`config.mk`:
```
export PLATFORM = sky130hd
export DESIGN_NAME = qss_shift_register
export DESIGN_NICKNAME = d
export VERILOG_FILES = /design/src/rtl/qss_pkg.sv /design/src/rtl/qss_fifo.sv /design/src/rtl/qss_section.sv /design/src/rtl/qss_shift_register.sv
export SDC_FILE = /design/constraint.sdc
export NUM_CORES = 1
export LEC_CHECK = 0
export BUFFER_PORTS_ARGS = -buffer_cell sky130_fd_sc_hd__buf_2
export CAP_MARGIN = 25
export CORE_ASPECT_RATIO = 1.75
export CORE_UTILIZATION = 55
export DETAILED_ROUTE_END_ITERATION = 7
export GPL_ROUTABILITY_DRIVEN = 0
export PLACE_DENSITY = 0.71
export SETUP_SLACK_MARGIN = 0.02
export SYNTH_ARGS = -nofsm -noshare
export SYNTH_HDL_FRONTEND = slang
export SYNTH_SLANG_ARGS = --single-unit
```
`constraint.sdc`:
```
create_clock -name clk -period 3.4 [get_ports clk]
set_clock_uncertainty 0.15 [all_clocks]
set_input_delay 0.68 -clock clk [delete_from_list [all_inputs] [get_ports clk]]
set_output_delay 0.68 -clock clk [all_outputs]
set_load 0.02 [all_outputs]
```
`src/rtl/qss_pkg.sv`:
```
// Constants and types for the four-section serial shift register.
// Assumes one 50 MHz system clock; the shift clock arrives as a synchronous pin level.
// What this block does
// Four independent sections: two of four stages, two of five stages.
// Each five-stage section also presents its fourth stage on a tap.
// Every section has its own serial input; no coupling between sections.
// One shared shift clock moves every stage of all sections together.
// On each falling shift clock edge each stage takes its predecessor's value.
// Extra output follows a fourth-stage tap, updated on the rising edge.
// Contents hold indefinitely while the shift clock stays high or low and no queued fall is left to pop.
// Outside logic chains section outputs to inputs for up to 18 stages.
// Cascading logic should prefer the half-cycle delayed tap under slow edges.
// Stages have no reset; contents are unknown until data shifts through.
package qss_pkg;

    // ========================================================
    // Structure
    localparam int unsigned NUM_SECTIONS = 4;
    localparam int unsigned SHORT_LEN    = 4;
    localparam int unsigned LONG_LEN     = 5;
    localparam int unsigned TAP_STAGE    = 4;
    localparam int unsigned CHAIN_MAX    = 18;
    localparam int unsigned FIFO_DEPTH   = 32;

    // ========================================================
    // Reset values
    localparam logic SHIFT_CLK_RESET = 1'h0;

    // ========================================================
    // One queued shift clock edge with the serial inputs seen at it
    typedef struct packed {
        logic                    rise;
        logic [NUM_SECTIONS-1:0] din;
    } qss_event_t;

    localparam int unsigned EVENT_W = $bits(qss_event_t);

endpackage : qss_pkg

```
`src/rtl/qss_fifo.sv`:
```
// Event FIFO between the shift clock edge detector and the stage array.
// Assumes a single clock and an active low asynchronous reset.
`timescale 1ns/1ps
`default_nettype none

module qss_fifo #(
    parameter int unsigned WIDTH = 5,
    parameter int unsigned DEPTH = 32
) (
    input  wire logic             clk,
    input  wire logic             resetn,
    input  wire logic             inValid,
    output logic                  inReady,
    input  wire logic [WIDTH-1:0] inData,
    output logic                  outValid,
    input  wire logic             outReady,
    output logic      [WIDTH-1:0] outData
);

    localparam int unsigned AW = $clog2(DEPTH);

    logic [WIDTH-1:0] mem [DEPTH];
    logic [AW:0]      wrPtr_q;
    logic [AW:0]      rdPtr_q;
    logic             push;
    logic             pop;

    assign inReady  = (wrPtr_q[AW] == rdPtr_q[AW]) || (wrPtr_q[AW-1:0] != rdPtr_q[AW-1:0]);
    assign outValid = (wrPtr_q != rdPtr_q);
    assign outData  = mem[rdPtr_q[AW-1:0]];
    assign push     = inValid && inReady;
    assign pop      = outValid && outReady;

    // ========================================================
    // Storage, no reset needed on data words
    always_ff @(posedge clk) begin
        if (push) begin
            mem[wrPtr_q[AW-1:0]] <= inData;
        end
    end

    // ========================================================
    // Pointers carry a wrap bit so full and empty are exact
    always_ff @(posedge clk or negedge resetn) begin
        if (!resetn) begin
            wrPtr_q <= '0;
        end else if (push) begin
            wrPtr_q <= wrPtr_q + 1'b1;
        end
    end

    always_ff @(posedge clk or negedge resetn) begin
        if (!resetn) begin
            rdPtr_q <= '0;
        end else if (pop) begin
            rdPtr_q <= rdPtr_q + 1'b1;
        end
    end

endmodule : qss_fifo

`default_nettype wire

```
`src/rtl/qss_section.sv`:
```
// One serial shift section of STAGES stages, padded to the long section width.
// Assumes shiftEn is a one-cycle pulse per falling shift clock edge.
`timescale 1ns/1ps
`default_nettype none

module qss_section #(
    parameter int unsigned STAGES = 4
) (
    input  wire logic                       clk,
    input  wire logic                       shiftEn,
    input  wire logic                       serialIn,
    output logic [qss_pkg::LONG_LEN-1:0]    stages
);

    // ========================================================
    // Stage chain; no reset, contents are only data
    for (genvar s = 0; s < qss_pkg::LONG_LEN; s++) begin : g_stage
        if (s < STAGES) begin : g_live
            logic stage_q;
            // no stage reset
            // hold without shift
            always_ff @(posedge clk) begin
                if (shiftEn) begin
                    stage_q <= (s == 0) ? serialIn : stages[(s == 0) ? 0 : s-1];
                end
            end
            assign stages[s] = stage_q;
        end else begin : g_pad
            assign stages[s] = 1'h0;
        end
    end

endmodule : qss_section

`default_nettype wire

```
`src/rtl/qss_shift_register.sv`:
```
// Top of the four-section serial shift register, run on the system clock.
// Assumes shiftClk and serialIn are synchronous to clk; upstream honours inReady.
`timescale 1ns/1ps
`default_nettype none

module qss_shift_register (
    input  wire logic                               clk,
    input  wire logic                               resetn,
    input  wire logic                               shiftClk,
    input  wire logic [qss_pkg::NUM_SECTIONS-1:0]   serialIn,
    output logic                                    inReady,
    input  wire logic                               outReady,
    output logic      [qss_pkg::NUM_SECTIONS-1:0]   sectionOut,
    output logic      [1:0]                         fourthTap,
    output logic                                    halfTap
);

    logic                       shiftClk_q;
    logic                       edgeFall;
    logic                       edgeRise;
    logic                       evValid;
    qss_pkg::qss_event_t        evIn;
    qss_pkg::qss_event_t        evOut;
    logic                       evOutValid;
    logic                       popEv;
    logic                       popFall;
    logic                       popRise;
    logic [qss_pkg::LONG_LEN-1:0] stages [qss_pkg::NUM_SECTIONS];
    logic                       halfTap_q;

    // ========================================================
    // Shift clock edge detection
    always_ff @(posedge clk or negedge resetn) begin
        if (!resetn) begin
            shiftClk_q <= qss_pkg::SHIFT_CLK_RESET;
        end else begin
            shiftClk_q <= shiftClk;
        end
    end

    assign edgeFall   = shiftClk_q && !shiftClk;
    assign edgeRise   = !shiftClk_q && shiftClk;
    assign evValid    = edgeFall || edgeRise;
    assign evIn.rise  = edgeRise;
    assign evIn.din   = serialIn;

    // ========================================================
    // Edge queue; both edges go in so the half tap keeps its order
    // Edges seen while inReady is low are dropped: upstream must pause its clock
    qss_fifo #(
        .WIDTH (qss_pkg::EVENT_W),
        .DEPTH (qss_pkg::FIFO_DEPTH)
    ) u_fifo (
        .clk      (clk),
        .resetn   (resetn),
        .inValid  (evValid),
        .inReady  (inReady),
        .inData   (evIn),
        .outValid (evOutValid),
        .outReady (outReady),
        .outData  (evOut)
    );

    assign popEv   = evOutValid && outReady;
    // common shift pulse
    assign popFall = popEv && !evOut.rise;
    assign popRise = popEv && evOut.rise;

    // ========================================================
    // Sections: 0 and 1 short, 2 and 3 long
    // section lengths chosen per index
    for (genvar k = 0; k < qss_pkg::NUM_SECTIONS; k++) begin : g_sec
        // own serial input per section
        qss_section #(
            .STAGES ((k < 2) ? qss_pkg::SHORT_LEN : qss_pkg::LONG_LEN)
        ) u_sec (
            .clk      (clk),
            .shiftEn  (popFall),
            .serialIn (evOut.din[k]),
            .stages   (stages[k])
        );
        // last stage drives the section output
        assign sectionOut[k] = stages[k][((k < 2) ? qss_pkg::SHORT_LEN : qss_pkg::LONG_LEN) - 1];
    end

    // fourth-stage taps of the long sections
    assign fourthTap[0] = stages[2][qss_pkg::TAP_STAGE-1];
    assign fourthTap[1] = stages[3][qss_pkg::TAP_STAGE-1];

    // ========================================================
    // Half cycle delayed tap, no reset like the stages
    // follows the tap on the rising edge
    always_ff @(posedge clk) begin
        if (popRise) begin
            halfTap_q <= stages[2][qss_pkg::TAP_STAGE-1];
        end
    end
    assign halfTap = halfTap_q;

    // ========================================================
    // Checks
    // Helper histories of section 0 and section 2 inputs, to watch the whole length
    logic [qss_pkg::SHORT_LEN-1:0] histA_q;
    logic [qss_pkg::LONG_LEN-1:0]  histC_q;
    logic [3:0]                    fallCnt_q;
    always_ff @(posedge clk or negedge resetn) begin
        if (!resetn) begin
            histA_q   <= '0;
            histC_q   <= '0;
            fallCnt_q <= '0;
        end else if (popFall) begin
            histA_q   <= {histA_q[qss_pkg::SHORT_LEN-2:0], evOut.din[0]};
            histC_q   <= {histC_q[qss_pkg::LONG_LEN-2:0], evOut.din[2]};
            fallCnt_q <= (fallCnt_q == 4'hf) ? fallCnt_q : fallCnt_q + 4'h1;
        end
    end
endmodule : qss_shift_register

`default_nettype wire
```
==> flow_summary.toml, run 1 <==
[outcome]
status = "finished clean"

[routing]
met3_length_um = 633
wl_um = 15350
via_per_inst = 5.988
top_layer = "met4"
dr.pass1.iters = 4
ant_nets = 0
wl_met2_um = 8455
vias = 3587
wire_per_inst_um = 25.62
met1_length_um = 5490
drtIter0Drc = 304
drc_errors = 0

[finish]
final_nets = 426
final_cell_mix = "edfxtp_1, mux4_2, nor2_1, clkbuf_16, buf_2"
final_common_cell = "edfxtp_1"
fin_cells = 599
drive_gt1_frac = 0.2612
antenna_cells = 0
area_growth_pct = 10.84

[placement]
placed_cells_incl_taps = 566
portBuffers = 15
dp_hpwl_um = 9991

[floorplanning]
die_y_um = 157.9
start_util = 0.5681
die-area_mm2 = 0.01439
boundaryPins = 16
design.core.area_mm2 = 0.01345
num_rows = 56
die_w_um = 91.11

[global_route]
grt_max_degree = 49
track_usage = 0.2344
grt_pass1_wl_um = 23170
first_global_vias = 3894
antenna_found_initial = 0
overflow = 0

[worst_setup_path]
crit_chain = "xor2_1 -> nor2_1 -> a31oi_2 -> nand2_1 -> nor2_1"
cpMostUsedCell = "nor2_1"
regToRegSetupSlack_ns = 0.72
cp_slowest_cell = "nor2_1"
r2r_start = "u_fifo.wrPtr_q[1]"
end_kind = "flip-flop"
r2r_cells = 5
critical_path.top_delay_family = "simple AND/OR/NAND/NOR gates"
start_kind = "flip-flop"
arrival_ns = 2.60
cp.required_ns = 3.32
worst-path-buf-inv = 0
crit_type = "reg2reg"
r2r-end = "u_fifo.mem[17][1]"
crit_path_max_incr_delay_ns = 0.56
path_max_fanout = 10

[timing]
fin_crit_sh = 0.7886
holdWs_ns = 0.2217
setup_viol = 0
hold_violations = 0
slew_violations = 0
rsz0062_at_grt = "no"
tightest_slew_ns = 0.6852
slew_headroom = 0.5432
period_needed_ns = 2.681
fmax_mhz = 373.0
fin_setup_tns_ns = 0

[job]
drv_cap = 0

[yosys]
yosysSeqAreaShare = 0.7459
synth_area_leaders = "edfxtp_1, mux4_2, dfrtp_1"
synth_seq_cells = 192
synth_area_mm2 = 0.007642
syn_avg_cell_area_um2 = 19.55
synth.top_cell.area_share = 0.7033
syn_nets = 405
syn_inst = 391
ys_types = 33
yosysWarnings = 0
yosysTopAreaCell = "edfxtp_1"

[hold_path]
whs_path_depth = 1
whs_endpoint = "shiftClk_q"
hp-class = "in2reg"
hold_path_startpoint = "shiftClk"

[power_and_ir_drop]
ir_worst_vdd_mv = 0.4083
power_leakage_nw = 2.790
power_w = 0.007205
cellPowerDensity_mw_per_mm2 = 850.6

[cts]
clk_latency_ns = 0.43
path_clk_slew_ns = 0.07
cts_buffer_depth = 2
cts_buffers = 17
htree_levels = 4
root_buffer = "clkbuf_16"
cts_resized = 0
clkSinkCount = 192
cts_tree = "done"
post-cts-setup-buffers = 0
state kept, by name, indices dropped and copies added, names as in the netlist:
signal / flops
u_fifo.mem: 160
g_sec.u_sec.g_stage.g_live.stage_q: 18
u_fifo.rdPtr_q: 6
u_fifo.wrPtr_q: 6
halfTap: 1
shiftClk_q: 1
layer usage:
metal | up-vias | GRT usage
li1 | 1575 | -
met1 | 1863 | 0.2693
met2 | 111 | 0.4084
met3 | 38 | 0.04035
met4 | 0 | 0.1474
met5 | - | 0
logic make-up after synthesis:
family,synth area share
flops,0.7459
buf+inv,0.02210
xor+xnor,0.01948
compound gates,0.01048
simple gates,0.04535
fa+ha+maj,0.009823
mux,0.1469
how the worst max path moves through the flow:
stage	depth (start not counted)	slack (ns)	endpoint	start
6_report	5	0.72	u_fifo.mem[17][1]	u_fifo.wrPtr_q[1]
5_1_grt	5	0.57	u_fifo.mem[17][1]	u_fifo.wrPtr_q[0]
4_1_cts	5	0.73	u_fifo.mem[26][1]	u_fifo.wrPtr_q[0]
3_5_place_dp	5	0.40	u_fifo.mem[26][2]	shiftClk
3_3_place_gp	5	0.45	u_fifo.mem[2][2]	shiftClk
2_1_floorplan	7	0.37	g_sec[0].u_sec.g_stage[0].g_live.stage_q	u_fifo.rdPtr_q[0]
report_power, final:
group / switching [W] / leakage (nW) / internal, W
Combinational: 0.00120 / 0.734 / 0.000957
Sequential: 0.000140 / 1.78 / 0.00299
Clock: 0.000887 / 0.278 / 0.00103
per-stage QoR:
step	area (um2)	util	setup WS, ns
final	8471	0.6297	0.7187
after global routing	8471	0.6297	0.5705
after CTS	8471	0.6297	0.7270
after detailed placement	7883	0.5859	0.4008
after global placement	7883	0.5859	0.4467
after floorplan	7642	-	0.3667
Yosys cell counts, drive strengths merged:
master	instances
a211oi	1
a21oi	2
a22oi	2
a31o	1
a31oi	2
and2	1
and3	1
buf	16
clkbuf	9
dfrtp	13
edfxtp	179
ha	6
inv	5
mux2	5
mux2i	12
mux4	42
nand2	12
nand2b	2
nand3	6
nand3b	3
nand4	3
nor2	39
nor2b	4
nor3	2
o211ai	2
o21ai	1
or3	1
or3b	2
xnor2	7
xor2	10
area by class of cell:
type | count | area [um2]
fill | 949 | 4982
sequential | 192 | 5703
clock inverter | 15 | 152.6
tap | 174 | 217.7
timing repair buffer | 27 | 180.2
inverter | 5 | 18.77
clock buffer | 17 | 425.4
multi-input combinational | 169 | 1773
timing repair:
item / CTS / global route
endpoints found under the hold margin: 13 / 0
setup endpoints to repair: 0 / 0
hold buffers: 1 / 0
Note: power is estimated with default switching activity, not from simulation.
==> run 2: changes to the inputs <==
clock period = 2.55 ns   (was 3.4 ns; I/O delays follow)
==> run 2 against run 1 <==
Design area increased by 3.6%. Critical endpoint is now g_sec[2].u_sec.g_stage[0].g_live.stage_q. Critical path type unchanged. Wire length increased by 3.8%. Largest power group unchanged. Worst setup slack got worse by 0.69 ns. Total power increased by 41%. Highest routed layer unchanged. Clock-buffer cell count did not move.
==> flow_summary.toml, run 2 (synthesized netlist as in run 1, its figures left out) <==
[worst_setup_path]
end_kind = "flip-flop"
arrival_ns = 2.55
cp.required_ns = 2.58
crit_type = "reg2reg"
r2r_cells = 5
path_max_fanout = 11
start_kind = "flip-flop"

[global_route]
track_usage = 0.2432
overflow = 0
first_global_vias = 3821
grt_max_degree = 33
grt_pass1_wl_um = 24430
antenna_found_initial = 0

[finish]
final_nets = 442
area_growth_pct = 14.83
final_util = 0.6523
drive_gt1_frac = 0.3175
largest_register_ff_count = 160
final_common_cell = "edfxtp_1"
antenna_cells = 0
multi_input_area_mm2 = 0.001810
final_cell_mix = "edfxtp_1, mux4_2, nor2_1, clkbuf_16, buf_4"
register_area_mm2 = 0.005703
fillCellCount = 908

[cts]
cts_tree = "done"
cts_buffer_depth = 2
path_clk_slew_ns = 0.07
clk_latency_ns = 0.42
root_buffer = "clkbuf_16"
htree_levels = 4
clkSinkCount = 192
cts_buffers = 17

[floorplanning]
die_y_um = 157.9
die_w_um = 91.11
die-area_mm2 = 0.01439
start_util = 0.5681
num_rows = 56
boundaryPins = 16
design.core.area_mm2 = 0.01345

[placement]
portBuffers = 15
dp_hpwl_um = 10420

[power_and_ir_drop]
p_clk_frac = 0.263
swShare = 0.3066
power_leakage_nw = 2.930
comb_power_share = 0.322
switchingPower_w = 0.003112
share_seq_of_total_power = 0.414
ir_worst_vdd_mv = 0.5127
internal-power_w = 0.007037
cellPowerDensity_mw_per_mm2 = 1156

[routing]
drtIter0Drc = 334
vias = 3766
drc_errors = 0
wire_per_inst_um = 25.90
via_per_inst = 6.124
dr.pass1.iters = 5
ant_nets = 0
wl_um = 15930

[timing]
slew_violations = 0
tightest_slew_ns = 0.6510
hold_violations = 0
fin_setup_tns_ns = 0
fmax_mhz = 396.2
slew_headroom = 0.5660
period_needed_ns = 2.524
fin_crit_sh = 0.9899
setup_viol = 0
rsz0062_at_grt = "yes"

[hold_path]
whs_path_depth = 1
hp-class = "in2reg"

[outcome]
status = "finished clean"

[job]
drv_cap = 0
## run 2: cell count changes in the layout (fill, tap and decap cells not counted), sizes merged
cell / before / now
clkinv: 6 / 2
bufbuf: 0 / 1
inv: 10 / 12
clkinvlp: 3 / 4
bufinv: 1 / 2
buf: 26 / 41
## run 2: path summary, 6_finish.rpt
path	start	to	slack (ns)
hold / removal	shiftClk	shiftClk_q	0.05
setup reg to reg	u_fifo.rdPtr_q[0]	g_sec[2].u_sec.g_stage[0].g_live.stage_q	0.03
min in group asynchronous	resetn	u_fifo.rdPtr_q[5]	0.35
max in group asynchronous	resetn	u_fifo.rdPtr_q[0]	1.63
hold reg to reg	g_sec[1].u_sec.g_stage[0].g_live.stage_q	g_sec[1].u_sec.g_stage[1].g_live.stage_q	0.27
setup / recovery	u_fifo.rdPtr_q[0]	g_sec[2].u_sec.g_stage[0].g_live.stage_q	0.03
## run 2: power groups by stage
stage / clock [W] / sequential [W] / combinational (W)
floorplan: 0 / 0.00417 / 0.00220
global route: 0.00283 / 0.00425 / 0.00347
finish: 0.00267 / 0.00421 / 0.00327
detailed placement: 0 / 0.00428 / 0.00314
CTS: 0.00269 / 0.00422 / 0.00324
global placement: 0 / 0.00425 / 0.00308
## run 2: final cells by class
type	count	share of cell area
repair buffers	43	0.04847
flip-flops and latches	192	0.6498
inverters	5	0.002139
well taps	174	0.02481
multi-input cells	169	0.2063
clock buffers	17	0.04847
clock inverters	15	0.01996
## run 2: per-stage QoR
| step | total power (W) | instance area (um2) | instances | worst slack, ns | hold slack [ns] |
|---|---|---|---|---|---|
| CTS | 0.01015 | 8741 | 614 | 0.02038 | 0.04546 |
| detailed placement | 0.007415 | 8095 | 580 | -0.03958 | 0.2563 |
| floorplan | 0.006369 | 7656 | 391 | 0.02004 | 0.06441 |
| global route | 0.01055 | 8776 | 615 | -0.05025 | 0.04676 |
| global placement | 0.007332 | 8095 | 580 | -0.001372 | 0.2525 |
| finish | 0.01015 | 8776 | 615 | 0.02585 | 0.05442 |
## run 2: what timing repair did
action,in CTS,in global routing
resized for setup,1,11
setup buffers,0,1
setup endpoints to repair,6,122
hold buffers,1,0
hold endpoints to repair,13,0
gates cloned,1,0
## run 2: worst max-delay path, stage by stage (launching register included)
cell and delay, ns:
dfrtp_2 0.49, buf_4 0.17, buf_12 0.15, mux4_2 0.56, mux4_2 0.48, mux2_2 0.27
## run 2: metal layers
| metal | track usage | routed length [um] |
|---|---|---|
| met1 | 0.2937 | 5799 |
| met2 | 0.4383 | 8982 |
| met3 | 0.04563 | 732 |
| met4 | 0.08541 | 415 |
| met5 | 0 | 0 |
